==> config.mk <==
export PLATFORM = sky130hd
export DESIGN_NAME = acs_sequencer
export DESIGN_NICKNAME = d
export VERILOG_FILES = /design/src/core/acs_pkg.sv /design/src/core/acs_result_mem.sv /design/src/core/acs_sequencer.sv
export VERILOG_INCLUDE_DIRS = /design/src /design/src/core
export SDC_FILE = /design/constraint.sdc
export NUM_CORES = 1
export LEC_CHECK = 0
export ABC_AREA = 1
export BUFFER_PORTS_ARGS = -buffer_cell sky130_fd_sc_hd__buf_2
export CORE_ASPECT_RATIO = 0.9
export CORE_MARGIN = 4
export CORE_UTILIZATION = 50
export CTS_CLUSTER_DIAMETER = 200
export DETAILED_ROUTE_END_ITERATION = 8
export PLACE_DENSITY = 0.76
export SLEW_MARGIN = 20
export SYNTH_ARGS = -nofsm -noshare
export SYNTH_HDL_FRONTEND = slang
export SYNTH_SLANG_ARGS = --single-unit
==> constraint.sdc <==
create_clock -name clock_in -period 14.17 [get_ports clock_in]
set_input_delay 1.417 -clock clock_in [delete_from_list [all_inputs] [get_ports clock_in]]
set_output_delay 1.417 -clock clock_in [all_outputs]
set_load 0.005 [all_outputs]
==> src/core/acs_map.svh <==
// Register offsets, field positions and codes of the conversion sequencer
`ifndef ACS_MAP_SVH
`define ACS_MAP_SVH

// ----------------------------------------------------------------
// Bus geometry
// ----------------------------------------------------------------
`define ACS_ADDR_W         8
`define ACS_OFF_CTRL       8'h00
`define ACS_OFF_MODE       8'h04
`define ACS_OFF_STATUS     8'h08
`define ACS_OFF_IE         8'h0C
`define ACS_PAGE_REGS      2'h0
`define ACS_PAGE_SLOTCTL   2'h1
`define ACS_PAGE_RESULT    2'h2
`define ACS_RESP_OKAY      2'h0
`define ACS_RESP_SLVERR    2'h2

// ----------------------------------------------------------------
// Field positions
// ----------------------------------------------------------------
`define ACS_BIT_ENABLE     0
`define ACS_BIT_START      1
`define ACS_MODE_MSB       1
`define ACS_MODE_LSB       0
`define ACS_PTR_MSB        7
`define ACS_PTR_LSB        4
`define ACS_TRIG_MSB       9
`define ACS_TRIG_LSB       8
`define ACS_CW_CH_MSB      3
`define ACS_CW_CH_LSB      0
`define ACS_CW_REF_MSB     6
`define ACS_CW_REF_LSB     4
`define ACS_CW_END_BIT     7
`define ACS_BUSY_BIT       16

// ----------------------------------------------------------------
// Codes, slot count and pointer step
// ----------------------------------------------------------------
`define ACS_MODE_SINGLE    2'h0
`define ACS_MODE_SEQ       2'h1
`define ACS_MODE_RPT_SGL   2'h2
`define ACS_MODE_RPT_SEQ   2'h3
`define ACS_TRIG_SOFTWARE  2'h0
`define ACS_TRIG_ONE       2'h1
`define ACS_TRIG_TWO       2'h2
`define ACS_TRIG_THREE     2'h3
`define ACS_SLOTS          16
`define ACS_PTR_STEP       4'h1

`endif

==> src/core/acs_pkg.sv <==
// Types shared by the conversion sequencer and its result memory
package acs_pkg;

	typedef enum logic {SEQ_IDLE, SEQ_CONVERT} acs_seq_t;
	typedef enum logic [1:0] {RD_IDLE, RD_FETCH, RD_RESP} acs_rd_t;
	typedef enum logic [2:0] {REG_CTRL, REG_MODE, REG_STATUS, REG_IE,
		REG_SLOTCTL, REG_RESULT, REG_NONE} acs_region_t;

	// Request to the analog core
	typedef struct packed {
		logic       start;      // One-cycle pulse
		logic       abort;      // One-cycle pulse
		logic [3:0] channel;
		logic [2:0] reference;
		logic [3:0] slot;
	} acs_conv_req_t;

	// Answer from the analog core
	typedef struct packed {
		logic        done;      // One-cycle pulse
		logic [11:0] result;
	} acs_conv_done_t;

	typedef struct packed {
		// Bus side
		logic              aw_held;
		logic [7:0]        awaddr;
		logic              w_held;
		logic [31:0]       wdata;
		logic [3:0]        wstrb;
		logic              bvalid;
		logic [1:0]        bresp;
		acs_rd_t           rd_phase;
		logic [7:0]        araddr;
		logic              rvalid;
		logic [31:0]       rdata;
		logic [1:0]        rresp;
		// Software visible
		logic              enable;
		logic [1:0]        mode;
		logic [3:0]        start_ptr;
		logic [1:0]        trig_sel;
		logic [15:0]       ie;
		logic [15:0]       done;
		logic [15:0][7:0]  ctl;
		logic              irq;
		// Sequencer
		acs_seq_t          fsm;
		logic [3:0]        ptr;
		logic [1:0]        act_mode;
		logic              armed;
		logic [2:0]        trig_prev;
		acs_conv_req_t     req;
	} acs_state_t;

	typedef struct packed {
		logic [15:0][11:0] words;
		logic [11:0]       rdata;
	} acs_mem_state_t;

endpackage

==> src/core/acs_result_mem.sv <==
// Sixteen-slot result memory with registered read data
`timescale 1ns/10ps
`default_nettype none
`include "acs_map.svh"

module acs_result_mem (
	input  wire logic        clock_in,    // Block clock
	input  wire logic        sys_rst_in,  // Async reset, high
	input  wire logic        we_in,       // Store a result
	input  wire logic [3:0]  waddr_in,    // Slot written
	input  wire logic [11:0] wdata_in,    // Result value
	input  wire logic [3:0]  raddr_in,    // Slot read
	output var  logic [11:0] rdata_out    // Read data, next cycle
);

	acs_pkg::acs_mem_state_t s;
	acs_pkg::acs_mem_state_t next_s;

	always_comb begin
		next_s = s;
		next_s.rdata = s.words[raddr_in];
		if (we_in) begin
			next_s.words[waddr_in] = wdata_in;
		end
	end

	always_ff @(posedge clock_in or posedge sys_rst_in) begin
		if (sys_rst_in) begin
			s <= '0;
		end else begin
			s <= next_s;
		end
	end

	assign rdata_out = s.rdata;

endmodule // acs_result_mem

`default_nettype wire

==> src/core/acs_sequencer.sv <==
// Conversion sequencer for a 12-bit converter with sixteen result slots
`timescale 1ns/10ps
`default_nettype none
`include "acs_map.svh"

module acs_sequencer (
	input  wire logic                    clock_in,       // 40 MHz block clock
	input  wire logic                    sys_rst_in,     // Async reset, high
	// AXI4-Lite slave
	input  wire logic [7:0]              s_axi_awaddr,   // Write address
	input  wire logic                    s_axi_awvalid,  // Write address valid
	output var  logic                    s_axi_awready,  // Write address ready
	input  wire logic [31:0]             s_axi_wdata,    // Write data
	input  wire logic [3:0]              s_axi_wstrb,    // Write byte lanes
	input  wire logic                    s_axi_wvalid,   // Write data valid
	output var  logic                    s_axi_wready,   // Write data ready
	output var  logic [1:0]              s_axi_bresp,    // Write response
	output var  logic                    s_axi_bvalid,   // Write response valid
	input  wire logic                    s_axi_bready,   // Write response ready
	input  wire logic [7:0]              s_axi_araddr,   // Read address
	input  wire logic                    s_axi_arvalid,  // Read address valid
	output var  logic                    s_axi_arready,  // Read address ready
	output var  logic [31:0]             s_axi_rdata,    // Read data
	output var  logic [1:0]              s_axi_rresp,    // Read response
	output var  logic                    s_axi_rvalid,   // Read data valid
	input  wire logic                    s_axi_rready,   // Read data ready
	// Trigger sources one to three
	input  wire logic [2:0]              trigger_in,     // Rising edge starts
	// Analog core
	output var  acs_pkg::acs_conv_req_t  conv_req_out,   // Start, abort, selection
	input  wire acs_pkg::acs_conv_done_t conv_done_in,   // Completion and result
	// Status
	output var  logic [15:0]             slot_done_out,  // Slot done flags
	output var  logic                    irq_req_out,    // Enabled done flag pending
	output var  logic                    busy_out        // Conversion in progress
);

	acs_pkg::acs_state_t s;
	acs_pkg::acs_state_t next_s;
	logic [11:0]         mem_rdata;
	logic                mem_we;

	// ----------------------------------------------------------------
	// Helpers
	// ----------------------------------------------------------------
	function automatic acs_pkg::acs_region_t decode(input logic [7:0] addr);
		acs_pkg::acs_region_t r;
		r = acs_pkg::REG_NONE;
		if (addr[1:0] == 2'h0) begin
			unique case (addr[7:6])
				`ACS_PAGE_SLOTCTL: r = acs_pkg::REG_SLOTCTL;
				`ACS_PAGE_RESULT:  r = acs_pkg::REG_RESULT;
				`ACS_PAGE_REGS: begin
					if (addr == `ACS_OFF_CTRL) r = acs_pkg::REG_CTRL;
					else if (addr == `ACS_OFF_MODE) r = acs_pkg::REG_MODE;
					else if (addr == `ACS_OFF_STATUS) r = acs_pkg::REG_STATUS;
					else if (addr == `ACS_OFF_IE) r = acs_pkg::REG_IE;
				end
				default: r = acs_pkg::REG_NONE;
			endcase
		end
		return r;
	endfunction

	function automatic logic [31:0] merge(input logic [31:0] old, input logic [31:0] d,
		input logic [3:0] be);
		logic [31:0] m;
		m = old;
		for (int i = 0; i < 4; i++) begin
			if (be[i]) begin
				m[i*8 +: 8] = d[i*8 +: 8];
			end
		end
		return m;
	endfunction

	// ----------------------------------------------------------------
	// Next state
	// ----------------------------------------------------------------
	always_comb begin
		acs_pkg::acs_region_t wr_reg;
		acs_pkg::acs_region_t rd_reg;
		logic [31:0]          old_word;
		logic [31:0]          m;
		logic                 sw_start;
		logic [2:0]           trig_rise;
		logic                 hw_trig;
		logic                 start_req;
		logic                 launch;
		logic [3:0]           launch_ptr;
		logic [1:0]           launch_mode;
		logic                 end_flag;
		logic [3:0]           wslot;
		logic [3:0]           rslot;

		next_s      = s;
		sw_start    = 1'b0;
		launch      = 1'b0;
		launch_ptr  = s.ptr;
		launch_mode = s.act_mode;
		mem_we      = 1'b0;
		old_word    = '0;
		m           = '0;
		hw_trig     = 1'b0;
		start_req   = 1'b0;
		trig_rise   = 3'h0;
		end_flag    = 1'b0;
		wslot       = s.awaddr[5:2];
		rslot       = s.araddr[5:2];
		wr_reg      = decode(s.awaddr);
		rd_reg      = decode(s.araddr);
		next_s.req.start = 1'b0;
		next_s.req.abort = 1'b0;

		// ---------------- Write channel ----------------
		if (s_axi_awvalid && !s.aw_held && !s.bvalid) begin
			next_s.aw_held = 1'b1;
			next_s.awaddr  = s_axi_awaddr;
		end
		if (s_axi_wvalid && !s.w_held && !s.bvalid) begin
			next_s.w_held = 1'b1;
			next_s.wdata  = s_axi_wdata;
			next_s.wstrb  = s_axi_wstrb;
		end
		if (s.bvalid && s_axi_bready) begin
			next_s.bvalid = 1'b0;
		end
		if (s.aw_held && s.w_held) begin
			next_s.aw_held = 1'b0;
			next_s.w_held  = 1'b0;
			next_s.bvalid  = 1'b1;
			next_s.bresp   = `ACS_RESP_OKAY;
			unique case (wr_reg)
				acs_pkg::REG_CTRL: begin
					if (s.wstrb[0]) begin
						next_s.enable = s.wdata[`ACS_BIT_ENABLE];
						sw_start = s.wdata[`ACS_BIT_START];
					end
				end
				acs_pkg::REG_MODE: begin
					old_word[`ACS_MODE_MSB:`ACS_MODE_LSB] = s.mode;
					old_word[`ACS_PTR_MSB:`ACS_PTR_LSB]   = s.start_ptr;
					old_word[`ACS_TRIG_MSB:`ACS_TRIG_LSB] = s.trig_sel;
					m = merge(old_word, s.wdata, s.wstrb);
					next_s.mode      = m[`ACS_MODE_MSB:`ACS_MODE_LSB];
					next_s.start_ptr = m[`ACS_PTR_MSB:`ACS_PTR_LSB];
					next_s.trig_sel  = m[`ACS_TRIG_MSB:`ACS_TRIG_LSB];
				end
				acs_pkg::REG_STATUS: begin
					// Write one to clear; a set below in this cycle still wins
					next_s.done = s.done & ~16'(merge(32'h0000_0000, s.wdata, s.wstrb));
				end
				acs_pkg::REG_IE: begin
					m = merge({16'h0000, s.ie}, s.wdata, s.wstrb);
					next_s.ie = m[15:0];
				end
				acs_pkg::REG_SLOTCTL: begin
					if (s.wstrb[0]) begin
						next_s.ctl[wslot] = s.wdata[7:0];
					end
				end
				default: next_s.bresp = `ACS_RESP_SLVERR;
			endcase
		end

		// ---------------- Read channel ----------------
		unique case (s.rd_phase)
			acs_pkg::RD_IDLE: begin
				if (s_axi_arvalid) begin
					next_s.araddr   = s_axi_araddr;
					next_s.rd_phase = acs_pkg::RD_FETCH;
				end
			end
			acs_pkg::RD_FETCH: begin
				next_s.rdata  = '0;
				next_s.rresp  = `ACS_RESP_OKAY;
				next_s.rvalid = 1'b1;
				unique case (rd_reg)
					acs_pkg::REG_CTRL:   next_s.rdata[`ACS_BIT_ENABLE] = s.enable;
					acs_pkg::REG_MODE: begin
						next_s.rdata[`ACS_MODE_MSB:`ACS_MODE_LSB] = s.mode;
						next_s.rdata[`ACS_PTR_MSB:`ACS_PTR_LSB]   = s.start_ptr;
						next_s.rdata[`ACS_TRIG_MSB:`ACS_TRIG_LSB] = s.trig_sel;
					end
					acs_pkg::REG_STATUS: begin
						next_s.rdata[15:0] = s.done;
						next_s.rdata[`ACS_BUSY_BIT] = (s.fsm == acs_pkg::SEQ_CONVERT);
					end
					acs_pkg::REG_IE:      next_s.rdata[15:0] = s.ie;
					acs_pkg::REG_SLOTCTL: next_s.rdata[7:0] = s.ctl[rslot];
					acs_pkg::REG_RESULT:  next_s.rdata[11:0] = mem_rdata;
					default:              next_s.rresp = `ACS_RESP_SLVERR;
				endcase
				next_s.rd_phase = acs_pkg::RD_RESP;
			end
			acs_pkg::RD_RESP: begin
				if (s_axi_rready) begin
					next_s.rvalid   = 1'b0;
					next_s.rd_phase = acs_pkg::RD_IDLE;
				end
			end
			default: next_s.rd_phase = acs_pkg::RD_IDLE;
		endcase

		// ---------------- Start conditions ----------------
		trig_rise        = trigger_in & ~s.trig_prev;
		next_s.trig_prev = trigger_in;
		unique case (s.trig_sel)
			`ACS_TRIG_ONE:   hw_trig = trig_rise[0];
			`ACS_TRIG_TWO:   hw_trig = trig_rise[1];
			`ACS_TRIG_THREE: hw_trig = trig_rise[2];
			default:         hw_trig = 1'b0;
		endcase
		// Enable low re-arms external triggers
		if (!next_s.enable) begin
			next_s.armed = 1'b1;
		end
		// Start uses the enable value of the same write
		if (s.trig_sel == `ACS_TRIG_SOFTWARE) begin
			start_req = next_s.enable && sw_start;
		end else begin
			start_req = next_s.enable && hw_trig && s.armed;
		end

		// ---------------- Sequencer ----------------
		unique case (s.fsm)
			acs_pkg::SEQ_IDLE: begin
				if (start_req) begin
					launch      = 1'b1;
					launch_ptr  = s.start_ptr;
					launch_mode = next_s.mode;
				end
			end
			acs_pkg::SEQ_CONVERT: begin
				if (!next_s.enable && next_s.mode == `ACS_MODE_SINGLE) begin
					// Emergency stop: result dropped, flag not set
					next_s.req.abort = 1'b1;
					next_s.fsm       = acs_pkg::SEQ_IDLE;
				end else if (conv_done_in.done) begin
					mem_we = 1'b1;
					next_s.done[s.ptr] = 1'b1;
					end_flag = s.ctl[s.ptr][`ACS_CW_END_BIT];
					next_s.fsm = acs_pkg::SEQ_IDLE;
					unique case (s.act_mode)
						`ACS_MODE_SINGLE: begin
							// New mode only seen at the next start
							next_s.fsm = acs_pkg::SEQ_IDLE;
						end
						`ACS_MODE_RPT_SGL: begin
							// End flags play no part here
							if (next_s.enable && next_s.mode == `ACS_MODE_RPT_SGL) begin
								launch      = 1'b1;
								launch_ptr  = s.ptr;
								launch_mode = `ACS_MODE_RPT_SGL;
							end else if (next_s.enable && next_s.mode == `ACS_MODE_RPT_SEQ) begin
								launch      = 1'b1;
								launch_ptr  = s.start_ptr;
								launch_mode = `ACS_MODE_RPT_SEQ;
							end
						end
						default: begin
							if (next_s.mode == `ACS_MODE_SINGLE) begin
								// Completed results stay valid
								next_s.fsm = acs_pkg::SEQ_IDLE;
							end else if (next_s.mode == `ACS_MODE_RPT_SGL
								&& s.act_mode == `ACS_MODE_RPT_SEQ && next_s.enable) begin
								launch      = 1'b1;
								launch_ptr  = s.start_ptr;
								launch_mode = `ACS_MODE_RPT_SGL;
							end else if (!end_flag) begin
								// Sequence runs on regardless of enable unless mode was set to single, or, with enable high, a repeat sequence to repeat single
								launch      = 1'b1;
								launch_ptr  = 4'(s.ptr + `ACS_PTR_STEP);
								launch_mode = s.act_mode;
							end else if (next_s.enable && next_s.mode == `ACS_MODE_RPT_SEQ) begin
								launch      = 1'b1;
								launch_ptr  = s.start_ptr;
								launch_mode = `ACS_MODE_RPT_SEQ;
							end else if (next_s.enable && next_s.mode == `ACS_MODE_RPT_SGL) begin
								launch      = 1'b1;
								launch_ptr  = s.start_ptr;
								launch_mode = `ACS_MODE_RPT_SGL;
							end else begin
								next_s.fsm = acs_pkg::SEQ_IDLE;
							end
						end
					endcase
				end
			end
		endcase

		if (launch) begin
			next_s.fsm           = acs_pkg::SEQ_CONVERT;
			next_s.ptr           = launch_ptr;
			next_s.act_mode      = launch_mode;
			next_s.req.start     = 1'b1;
			next_s.req.slot      = launch_ptr;
			next_s.req.channel   = s.ctl[launch_ptr][`ACS_CW_CH_MSB:`ACS_CW_CH_LSB];
			next_s.req.reference = s.ctl[launch_ptr][`ACS_CW_REF_MSB:`ACS_CW_REF_LSB];
			if (s.trig_sel != `ACS_TRIG_SOFTWARE && s.fsm == acs_pkg::SEQ_IDLE) begin
				next_s.armed = 1'b0;
			end
		end

		next_s.irq = |(next_s.done & next_s.ie);
	end

	always_ff @(posedge clock_in or posedge sys_rst_in) begin
		if (sys_rst_in) begin
			s <= '0;
		end else begin
			s <= next_s;
		end
	end

	// ----------------------------------------------------------------
	// Result memory
	// ----------------------------------------------------------------
	acs_result_mem u_mem (
		.clock_in   (clock_in),
		.sys_rst_in (sys_rst_in),
		.we_in      (mem_we),
		.waddr_in   (s.ptr),
		.wdata_in   (conv_done_in.result),
		.raddr_in   (next_s.araddr[5:2]),
		.rdata_out  (mem_rdata)
	);

	// ----------------------------------------------------------------
	// Outputs
	// ----------------------------------------------------------------
	assign s_axi_awready = !s.aw_held && !s.bvalid;
	assign s_axi_wready  = !s.w_held && !s.bvalid;
	assign s_axi_bvalid  = s.bvalid;
	assign s_axi_bresp   = s.bresp;
	assign s_axi_arready = (s.rd_phase == acs_pkg::RD_IDLE);
	assign s_axi_rvalid  = s.rvalid;
	assign s_axi_rdata   = s.rdata;
	assign s_axi_rresp   = s.rresp;
	assign conv_req_out  = s.req;
	assign slot_done_out = s.done;
	assign irq_req_out   = s.irq;
	assign busy_out      = (s.fsm == acs_pkg::SEQ_CONVERT);

endmodule // acs_sequencer

`default_nettype wire

==> results of run 1 <==
==> path summary, 6_finish.rpt <==
kind | end | cells past startpoint | start
worst max register to register | u_mem.rdata_out[8] | 9 | s[238]
max in group asynchronous | s[17] | 5 | sys_rst_in
min in group asynchronous | u_mem.s[38] | 2 | sys_rst_in
worst min-delay path | u_mem.s[187] | 2 | u_mem.s[187]
worst min register to register | u_mem.s[187] | 2 | u_mem.s[187]
worst max-delay path | u_mem.rdata_out[8] | 9 | s_axi_arvalid
==> registers in the layout, indices dropped and copies added, names as in the netlist, 12 cells and up <==
name             count
u_mem.s            192
conv_req_out        13
u_mem.rdata_out     12
slot_done_out       16
s_axi_rdata         17
s                  197
==> power by group <==
part	switching, uW	internal [uW]	total, uW
registers	149	1440	1590
clock network	554	761	1320
logic	935	344	1280
==> per-layer routing <==
metal  share of wire  track usage  vias to the layer above
met5               0            0                        -
met4           0.044        0.121                        0
met3            0.12       0.0655                      204
met2            0.44        0.418                     1271
met1            0.40        0.396                     9821
li1                -            -                     9137
==> metrics by stage <==
step,area [sq um],total power [uW],std cells,worst slack [ns],util
6_report,24900,4180,3429,9.42,0.558
5_1_grt,24900,4370,3429,9.30,0.558
4_1_cts,24800,4150,3427,9.45,0.557
3_5_place_dp,23200,2830,3335,9.05,0.519
3_3_place_gp,23200,2800,3335,9.16,0.519
2_1_floorplan,22800,2380,2826,0.126,-
==> worst reg2reg max path, cell delays in order, from the launching register on <==
cell      delay (ns)
dfrtp_1         0.41
nor2_1          0.37
nand2_1         0.54
o21ai_4         0.94
inv_2           0.54
buf_4           0.47
o21ai_0         0.30
a21oi_1         0.06
o311ai_0        0.67
nand2_1         0.27
==> layout by cell type (no fill, tap or decap), drive strengths merged, types with 5 or more instances in the layout <==
master   instances
nand3b          16
a211oi           5
nand4           14
inv            219
nand2          871
o2111ai          6
nor3            15
conb            17
o221ai          39
buf            143
o311ai          25
dfrtp          453
nand3          162
clkinv          21
a31oi            6
o21ai          344
a21oi          119
a221oi          17
clkbuf          69
o211ai          14
nor2           155
or2              8
mux2            57
==> final cells by class <==
class | instances | share of cell area
diodes | 1 | 0.000101
well taps | 600 | 0.0302
multi-input cells | 1919 | 0.380
inverters | 221 | 0.0337
clock buffers | 69 | 0.0556
flip-flops and latches | 453 | 0.456
repair buffers | 143 | 0.0333
clock inverters | 23 | 0.0111
==> cells by family after synthesis <==
group,count (synthesis),synth area share
muxes,60,0.0295
xor gates and xnor gates,1,0.000385
buffers and inverters,454,0.0911
adders and majority gates,4,0.00220
AOI/OAI and AO/OA,594,0.151
other,1,0.000165
and+or+nand+nor,1243,0.227
DFF,453,0.499
==> results.md, run 1 <==
- Worst path required time: 14.58 ns
- H-tree levels: 2
- Fin. Hold Viols: 0
- WHS: 0.463 ns
- Worst Path Buf+Inv: 3
- Largest stage delay, worst path: 0.93 ns
- Synth area leaders: dfrtp_1 50%, nand2_1 14%, o21ai_0 7.4%, nand3_1 3.5%, inv_1 3.4%
- Number of global-route vias before repair: 19200
- Clock root cell: clkbuf_16
- Die width: 233 microns
- CP top delay family: compound AO/OA/AOI/OAI gates
- Area delta synth->final: 9.29%
- Synth Instances: 2810
- # fillers: 4034
- Max-slew headroom: 0.245
- Clock Path Buffers: 3
- TritonCTS Buffers: 49
- First-pass GRT wire length: 109000 microns
- Critical path's most frequent cell: nand2_1
- Overall Global Routing Usage: 0.281
- DR pass1 iterations: 6
- Startpoint types: input port
- R2R setup slack: 9.42 ns
- Slowest-stage cell, CP: o21ai_4
- Routability cong.: 0.929
- Antenna violations before repair: 1
- CTS clk-pin slew, worst paths: 0.06 ns
- RSZ-0062 raised after global routing: no
- Critical path, cell by cell: buf_2 > nand2_1 > o21ai_4 > inv_2 > buf_4 > o21ai_0 > a21oi_1 > o311ai_0 > nand2_1
- PostCTS Resize Cnt: 0
- Period utilization: 0.335
- HP Class: reg -> reg
- Cell taking the most area after synthesis: dfrtp_1
- DR vias: 20400
- Die ar.: 0.0490 sq mm
- Clk sinks: 453
- Starting Density: 0.510
- Setup violators final: 0
- FF+latch count, synth: 453
- Die Ht: 210 microns
- Total Wirelength: 70300 microns
- Asr flop ratio synth: 1.00
- Row cnt: 73
- Final net count: 2866
- Peak VDD IR: 0.109 mV
- Clk_lat worst skew: 0.60 ns
- Area of the multi-input gates: 0.00944 sq mm
- Layout cell share with drive strength beyond 1: 0.120
- Share of the synthesized area in the top cell type: 0.499
- Post-synthesis sequential area ratio: 0.499
- DRC Markers: 0
- Reg area: 0.0113 sq mm
- Count leader, synth: nand2_1
- Post-route ant nets: 0
- Worst Path Max Fanout: 59
- Worst Setup Path Type: in -> reg
- Mean post-synth cell area: 8.09 sq um
- Leak: 0.0123 uW
- Via density: 5.96
- TNS Setup: 0 ns
- # port buffers: 111
- Postcts setup bufs: 0
- First DRT Iteration DRCs: 2783
- Max-cap violations: 0
- Largest net degree at the start of global routing: 187
- Ys flop type: dfrtp_1
- Post-DP HPWL: 45200 microns
- Power density cells: 168 mW/mm^2
- EDFF count, synth: 0
- DR WL/cell: 20.5 microns
- Clock Skews: 0.0215 ns
- Critical Path AT: 5.16 ns
- Synthesis Warnings: 0
- Synth cell types: 55
- I/O pin count: 147
- Max Clk Rate: 0.210 GHz
- CTS tree: done
- GRT overflow: 0
- Post-Syn Area: 0.0227 sq mm
- Hold_buf cts: 0
- Final min period: 4.75 ns
- Status: finished, final reports clean
- Max Slew Vio Count: 0
- Worst Max-Slew Pin Slew: 1.13 ns
- Placeable core area: 0.0446 sq mm
- CP endpoint kind: flip-flop
- Commonest cells post-synth: 858 x nand2_1, 453 x dfrtp_1, 336 x o21ai_0, 207 x inv_1, 157 x nand3_1
Power figures use the tool's default switching activity.
==> run 2, diff against run 1 <==
clock period = 4.35 ns   (was 14.17 ns; I/O delays follow)
==> run 2 against run 1 <==
  * Power grew to 3.2 times the previous value
  * Hold slack worse by 0.43 ns
  * Via count hardly changed
  * Clock-buffer cell count is 3 higher
  * Combinational power grew to 3.3 times the previous value
  * Clock skew is 0.0096 ns higher
  * Sequential share of layout area is 0.32 points lower
  * Critical path type is now reg -> reg
==> results.md, run 2 (synthesis gave the netlist of run 1 again) <==
- Worst Path Buf+Inv: 3 (unchanged)
- TritonCTS Buffers: 48 (-2.0%)
- Area of the multi-input gates: 0.00943 sq mm (-0.13%)
- Most common cell after layout, fill and taps aside: nand2_1
- Clock Path Buffers: 3 (unchanged)
- Postcts setup bufs: 0 (unchanged)
- DR WL met3: 7250 microns (-12%)
- Final net count: 2890 (+0.84%)
- Largest stage delay, worst path: 0.55 ns (-0.38 ns)
- Max Slew Vio Count: 0 (unchanged)
- Reg area: 0.0113 sq mm (unchanged)
- CP top delay family: simple AND/OR/NAND/NOR gates
- Period utilization: 0.879
- Placed inst area: 0.0234 sq mm (+1.0%)
- Worst path depth: 17 (+8)
- Worst Setup Path Type: reg -> reg
- First-pass GRT wire length: 108000 microns (-0.57%)
- Die Ht: 210 microns (unchanged)
- Most frequent cells in the layout: 858 x nand2_1, 453 x dfrtp_1, 334 x o21ai_0, 206 x inv_1, 157 x nand3_1
- Worst Path Max Fanout: 14 (-76%)
- Hold depth: 2 (unchanged)
- Routability cong.: 0.962 (+3.5%)
- Top layer in use: met4
- Startpoint types: flip-flop
- Max Clk Rate: 0.262 GHz
- Die width: 233 microns (unchanged)
- DRC Markers: 0 (unchanged)
- Clk_lat worst skew: 0.61 ns (about the same)
- H-tree levels: 2 (unchanged)
- RSZ-0062 raised after global routing: no
- Critical path, cell by cell: inv_2 > nand2_2 > nor2_2 > nand3_2 > a21oi_2 > nand3_2 > nand2_2 > nor2_4 > nand2_1 > nor2_1 > buf_4 > inv_1 > o21ai_0 > nand2_1 > nand4_1 > nor2_1 > nand2_1
- Peak VDD IR: 0.374 mV (+240%)
- Area delta synth->final: 10.1%
- Final min period: 3.82 ns
- Layout cell share with drive strength beyond 1: 0.124 (+0.00364)
- Total Wirelength: 69400 microns (-1.2%)
- Status: finished, final reports clean
- Largest register FFs: 197 (unchanged)
- Largest net degree at the start of global routing: 152 (-19%)
- Post-DP HPWL: 45700 microns (+1.0%)
- Slowest-stage cell, CP: dfrtp_1
- Setup violators final: 0 (unchanged)
- TNS Setup: 0 ns (unchanged)
- CTS tree: done
- Worst Max-Slew Pin Slew: 1.12 ns (-0.00349 ns)
- Number of global-route vias before repair: 19500 (+1.3%)
- Via density: 5.92 (-0.65%)
- Leak: 0.0124 uW (+0.76%)
- CTS clk-pin slew, worst paths: 0.06 ns (about the same)
- DR WL/cell: 20.1 microns (-1.9%)
- # port buffers: 111 (unchanged)
- Die ar.: 0.0490 sq mm (unchanged)
- Fin. Hold Viols: 0 (unchanged)
- Placeable core area: 0.0446 sq mm (unchanged)
- Max-cap violations: 0 (unchanged)
- Overall Global Routing Usage: 0.278 (-0.00297)
- Reg2Reg Depth: 17 (+8)
- Post-route ant nets: 0 (unchanged)
- HP Class: in -> reg
- Most flops, register: s
- CP endpoint kind: flip-flop
- Met2 WL: 30900 microns (+0.90%)
- WHS: 0.0342 ns (-0.429 ns)
- I/O pin count: 147 (unchanged)
- Power density cells: 542 mW/mm^2 (+220%)
- DR pass1 iterations: 6 (unchanged)
- Critical Path AT: 4.29 ns (-0.87 ns)
- # fillers: 3985 (-1.2%)
- Row cnt: 73 (unchanged)
- Power Total: 13600 uW (+220%)
- Critical path's most frequent cell: nand2_1
- Max-slew headroom: 0.248 (+0.00234)
- Clk sinks: 453 (unchanged)
- Antenna violations before repair: 1 (unchanged)
- Clock root cell: clkbuf_16
- First DRT Iteration DRCs: 2359 (-15%)
- Worst path required time: 4.82 ns (-9.76 ns)
- Routed met1 length: 28300 microns (-0.37%)
- Clock Skews: 0.0311 ns (+0.00957 ns)
- GRT overflow: 0 (unchanged)
- DR vias: 20400 (-0.015%)
- Design area: 0.0250 sq mm (+0.70%)
- Post-layout util: 0.561 (+0.00390)
- Starting Density: 0.510 (unchanged)
run 2: changes by cell type in the layout (fill, tap and decap cells not counted), sizes merged:
| cell | delta |
|---|---|
| inv | -2 |
| clkinv | -5 |
| bufinv | -1 |
| clkbuf | +3 |
| clkinvlp | +2 |
| buf | +21 |
| dlygate4sd3 | +4 |
run 2: power breakdown:
group / internal, uW / switching, uW / leakage [uW]
clock network: 2400 / 1740 / 0.000783
logic: 1220 / 3050 / 0.00576
registers: 4690 / 456 / 0.00586
total: 8310 / 5250 / 0.0124
run 2: path summary, 6_finish.rpt:
| check | from | to | slack (ns) |
|---|---|---|---|
| worst max-delay path | s[282] | irq_req_out | 0.53 |
| worst min-delay path | s_axi_bready | s_axi_bvalid | 0.03 |
| worst max register to register | s[282] | irq_req_out | 0.53 |
| worst min register to register | u_mem.s[133] | u_mem.s[133] | 0.46 |
| max in group asynchronous | sys_rst_in | s[242] | 2.87 |
| min in group asynchronous | sys_rst_in | s[231] | 0.37 |
run 2: metrics by stage:
step                      worst slack, ns  cells
after floorplan                     -2.21   2826
after global placement              0.737   3356
after detailed placement            0.704   3357
after CTS                           0.672   3450
after global routing                0.375   3450
final                               0.528   3451
run 2: layout make-up:
type                            count  area share
Antenna cell                        1    0.000100
Clock buffer                       72      0.0556
Clock inverter                     17     0.00785
Inverter                          221      0.0333
Multi-Input combinational cell   1919       0.377
Sequential cell                   453       0.453
Tap cell                          600      0.0300
Timing Repair Buffer              168      0.0435
run 2: repair_timing:
action	in CTS	in global routing
hold buffers	4	0
hold endpoints to repair	6	0
resized for setup	0	0
run 2: routing by layer:
| metal | global-route usage | vias up |
|---|---|---|
| met5 | 0 | - |
| met4 | 0.127 | 0 |
| met3 | 0.0615 | 169 |
| met2 | 0.419 | 1199 |
| met1 | 0.386 | 9884 |
| li1 | - | 9178 |
run 2: worst reg2reg max path, delay by kind of cell, from the launching register on:
kind	cells	cell delay, ns
AOI/OAI and AO/OA	2	0.50
DFF	1	0.55
and+or+nand+nor	12	1.81
buffers and inverters	3	0.83
==> run 3, diff against run 2 <==
CELL_PAD_IN_SITES_DETAIL_PLACEMENT = 1   (was unset)
CELL_PAD_IN_SITES_GLOBAL_PLACEMENT = 1   (was unset)
CORE_UTILIZATION = 42   (was 50)
PLACE_DENSITY = 0.83   (was 0.76)
==> run 3 against run 2 <==
  * Register-to-register slack got worse by 0.04 ns
  * Largest cell class unchanged
  * Combinational power increased by 5.6%
  * Critical path depth up 7
  * Final cell count increased by 3.0%
  * Die area grew 18%
  * Clock-buffer cell count shrank 9
  * Critical path type unchanged
  * Clock skew up 0.0046 ns
  * Clock power is 8.0% higher
  * Hold slack got worse by 0.018 ns
  * Sequential cell count did not move
  * Global-route usage shrank 0.27 points
  * Via count grew 0.64%
==> results.md, run 3 (synthesis gave the netlist of run 1 again) <==
- Status: finished, final reports clean
- Overall Global Routing Usage: 0.275 (-0.00273)
- H-tree levels: 2 (unchanged)
- Routability cong.: 0.916 (-4.7%)
- Area delta synth->final: 11.2%
- Post-route ant nets: 0 (unchanged)
- Starting Density: 0.427 (-0.0831)
- Post-layout util: 0.475 (-0.0868)
- Combinational power share: 0.320 (+0.005)
- Critical Path AT: 4.41 ns (+0.12 ns)
- DRC Markers: 0 (unchanged)
- Placeable core area: 0.0533 sq mm (+19%)
- Setup violators final: 0 (unchanged)
- Most frequent cells in the layout: 858 x nand2_1, 453 x dfrtp_1, 334 x o21ai_0, 206 x inv_1, 157 x nand3_1
- Flop pwr share: 0.363 (-0.017)
- Layout cell share with drive strength beyond 1: 0.128 (+0.00434)
- Clock root cell: clkbuf_16
- # fillers: 6435 (+61%)
- HP Class: in -> async
- Via density: 5.79 (-2.3%)
- RSZ-0062 raised after global routing: no
- I/O pin count: 147 (unchanged)
- Worst path required time: 4.90 ns (+0.08 ns)
- Row cnt: 80 (+9.6%)
- Max-cap violations: 0 (unchanged)
- Die width: 253 microns (+8.8%)
- Psw: 5530 uW (+5.4%)
- First DRT Iteration DRCs: 1695 (-28%)
- CTS tree: done
- First-pass GRT wire length: 126000 microns (+17%)
- DR WL/cell: 22.8 microns (+13%)
- Power density cells: 558 mW/mm^2 (+3.0%)
- Postcts setup bufs: 0 (unchanged)
- Worst Path Max Fanout: 57 (+43)
- Worst Setup Path Type: reg -> reg
- Fin. Hold Viols: 0 (unchanged)
- Largest net degree at the start of global routing: 122 (-20%)
- Placed inst area: 0.0236 sq mm (+0.68%)
- Fin cells: 3554 (+3.0%)
- CP endpoint kind: flip-flop
- Startpoint types: flip-flop
- Clk_lat worst skew: 0.61 ns (about the same)
- Sw frac: 0.392 (+0.00484)
- TNS Setup: 0 ns (unchanged)
- GRT overflow: 0 (unchanged)
- Max Slew Vio Count: 0 (unchanged)
- Max-slew headroom: 0.192 (-0.0556)
- Number of global-route vias before repair: 21700 (+12%)
- Worst Max-Slew Pin Slew: 1.18 ns (+0.0570 ns)
- Leak: 0.0125 uW (+0.59%)
- Clock Path Buffers: 3 (unchanged)
- Peak VDD IR: 0.307 mV (-18%)
- CTS clk-pin slew, worst paths: 0.06 ns (about the same)
- Hold_buf cts: 3 (-1)
- DR pass1 iterations: 7 (+1)
- PostCTS Resize Cnt: 0 (unchanged)
- Largest register FFs: 197 (unchanged)
- Worst Slack Setup Final: 0.490 ns (-0.0382 ns)
- Total Wirelength: 80900 microns (+17%)
- Die Ht: 229 microns (+8.8%)
- Post-DP HPWL: 53600 microns (+17%)
- Internal power: 8590 uW (+3.3%)
- Most common cell after layout, fill and taps aside: nand2_1
- # port buffers: 111 (unchanged)
- Final min period: 3.86 ns (+0.0382 ns)
- Most flops, register: s
- Design area: 0.0253 sq mm (+1.0%)
- Place WS: 0.641 ns (-0.0629 ns)
- Antenna violations before repair: 2 (+1)
- Clk sinks: 453 (unchanged)
- Clock Skews: 0.0357 ns (+0.00457 ns)
- TritonCTS Buffers: 50 (+4.2%)
- Max Clk Rate: 0.259 GHz (-0.99%)
- Die ar.: 0.0579 sq mm (+18%)
- Part of the power in the clock network: 0.317 (+0.012)
- Final net count: 2902 (+0.42%)
- DR vias: 20600 (+0.64%)
- Period utilization: 0.887 (+0.00877)
- Post-placement cell count: 3465 (+3.2%)
## run 3: final timing paths
kind	from	to	slack, ns	cells past startpoint
setup / recovery	s[282]	conv_req_out[6]	0.49	24
min in group clock_in	s_axi_bready	s_axi_bvalid	0.02	2
max in group asynchronous	sys_rst_in	s[14]	3.19	3
setup reg to reg	s[282]	conv_req_out[6]	0.49	24
hold reg to reg	u_mem.s[135]	u_mem.s[135]	0.47	2
hold / removal	sys_rst_in	s[232]	0.02	2
## run 3: power groups by stage
stage	logic, uW	clock network (uW)	registers (uW)
floorplan	2770	0	5000
global placement	4220	0	5150
detailed placement	4380	0	5180
CTS	4450	4520	5110
global route	4880	4720	5170
finish	4520	4470	5120
## run 3: per-stage QoR
stage / power (uW) / hold slack [ns]
after detailed placement: 9560 / 0.454
after CTS: 14100 / 0.00809
after floorplan: 7770 / 0.437
after global routing: 14800 / 0.0363
final: 14100 / 0.0164
after global placement: 9370 / 0.448
## run 3: worst max-delay path, cell delays in order (launching register included)
cell	delay (ns)
dfrtp_1	0.56
inv_2	0.16
nand2_2	0.07
nor2_2	0.17
nand3_2	0.25
nand2_1	0.16
nand2_2	0.12
inv_2	0.14
nor2_4	0.06
inv_2	0.07
nand2_1	0.07
a21oi_1	0.13
nand2_1	0.11
nand2_1	0.09
nand2_2	0.07
nand2_2	0.06
buf_4	0.54
nand2_1	0.11
nand2_1	0.10
nand2_1	0.07
nand3_1	0.09
nand3_1	0.18
nand2_1	0.22
nand2_1	0.07
nand2_1	0.06
## run 3: per-layer routing
layer / track usage / vias up / routed length [microns]
li1: - / 9185 / -
met1: 0.372 / 10400 / 34400
met2: 0.444 / 754 / 37700
met3: 0.0449 / 191 / 5430
met4: 0.108 / 0 / 3290
met5: 0 / - / 0
## run 3: final cells by class
class,count,area [sq um],share of cell area
diodes,2,5.00,0.000198
clock buffers,63,1360,0.0538
clock inverters,21,328,0.0130
inverters,221,833,0.0330
multi-input cells,1919,9430,0.373
flip-flops and latches,453,11300,0.448
well taps,697,872,0.0345
repair buffers,178,1120,0.0442
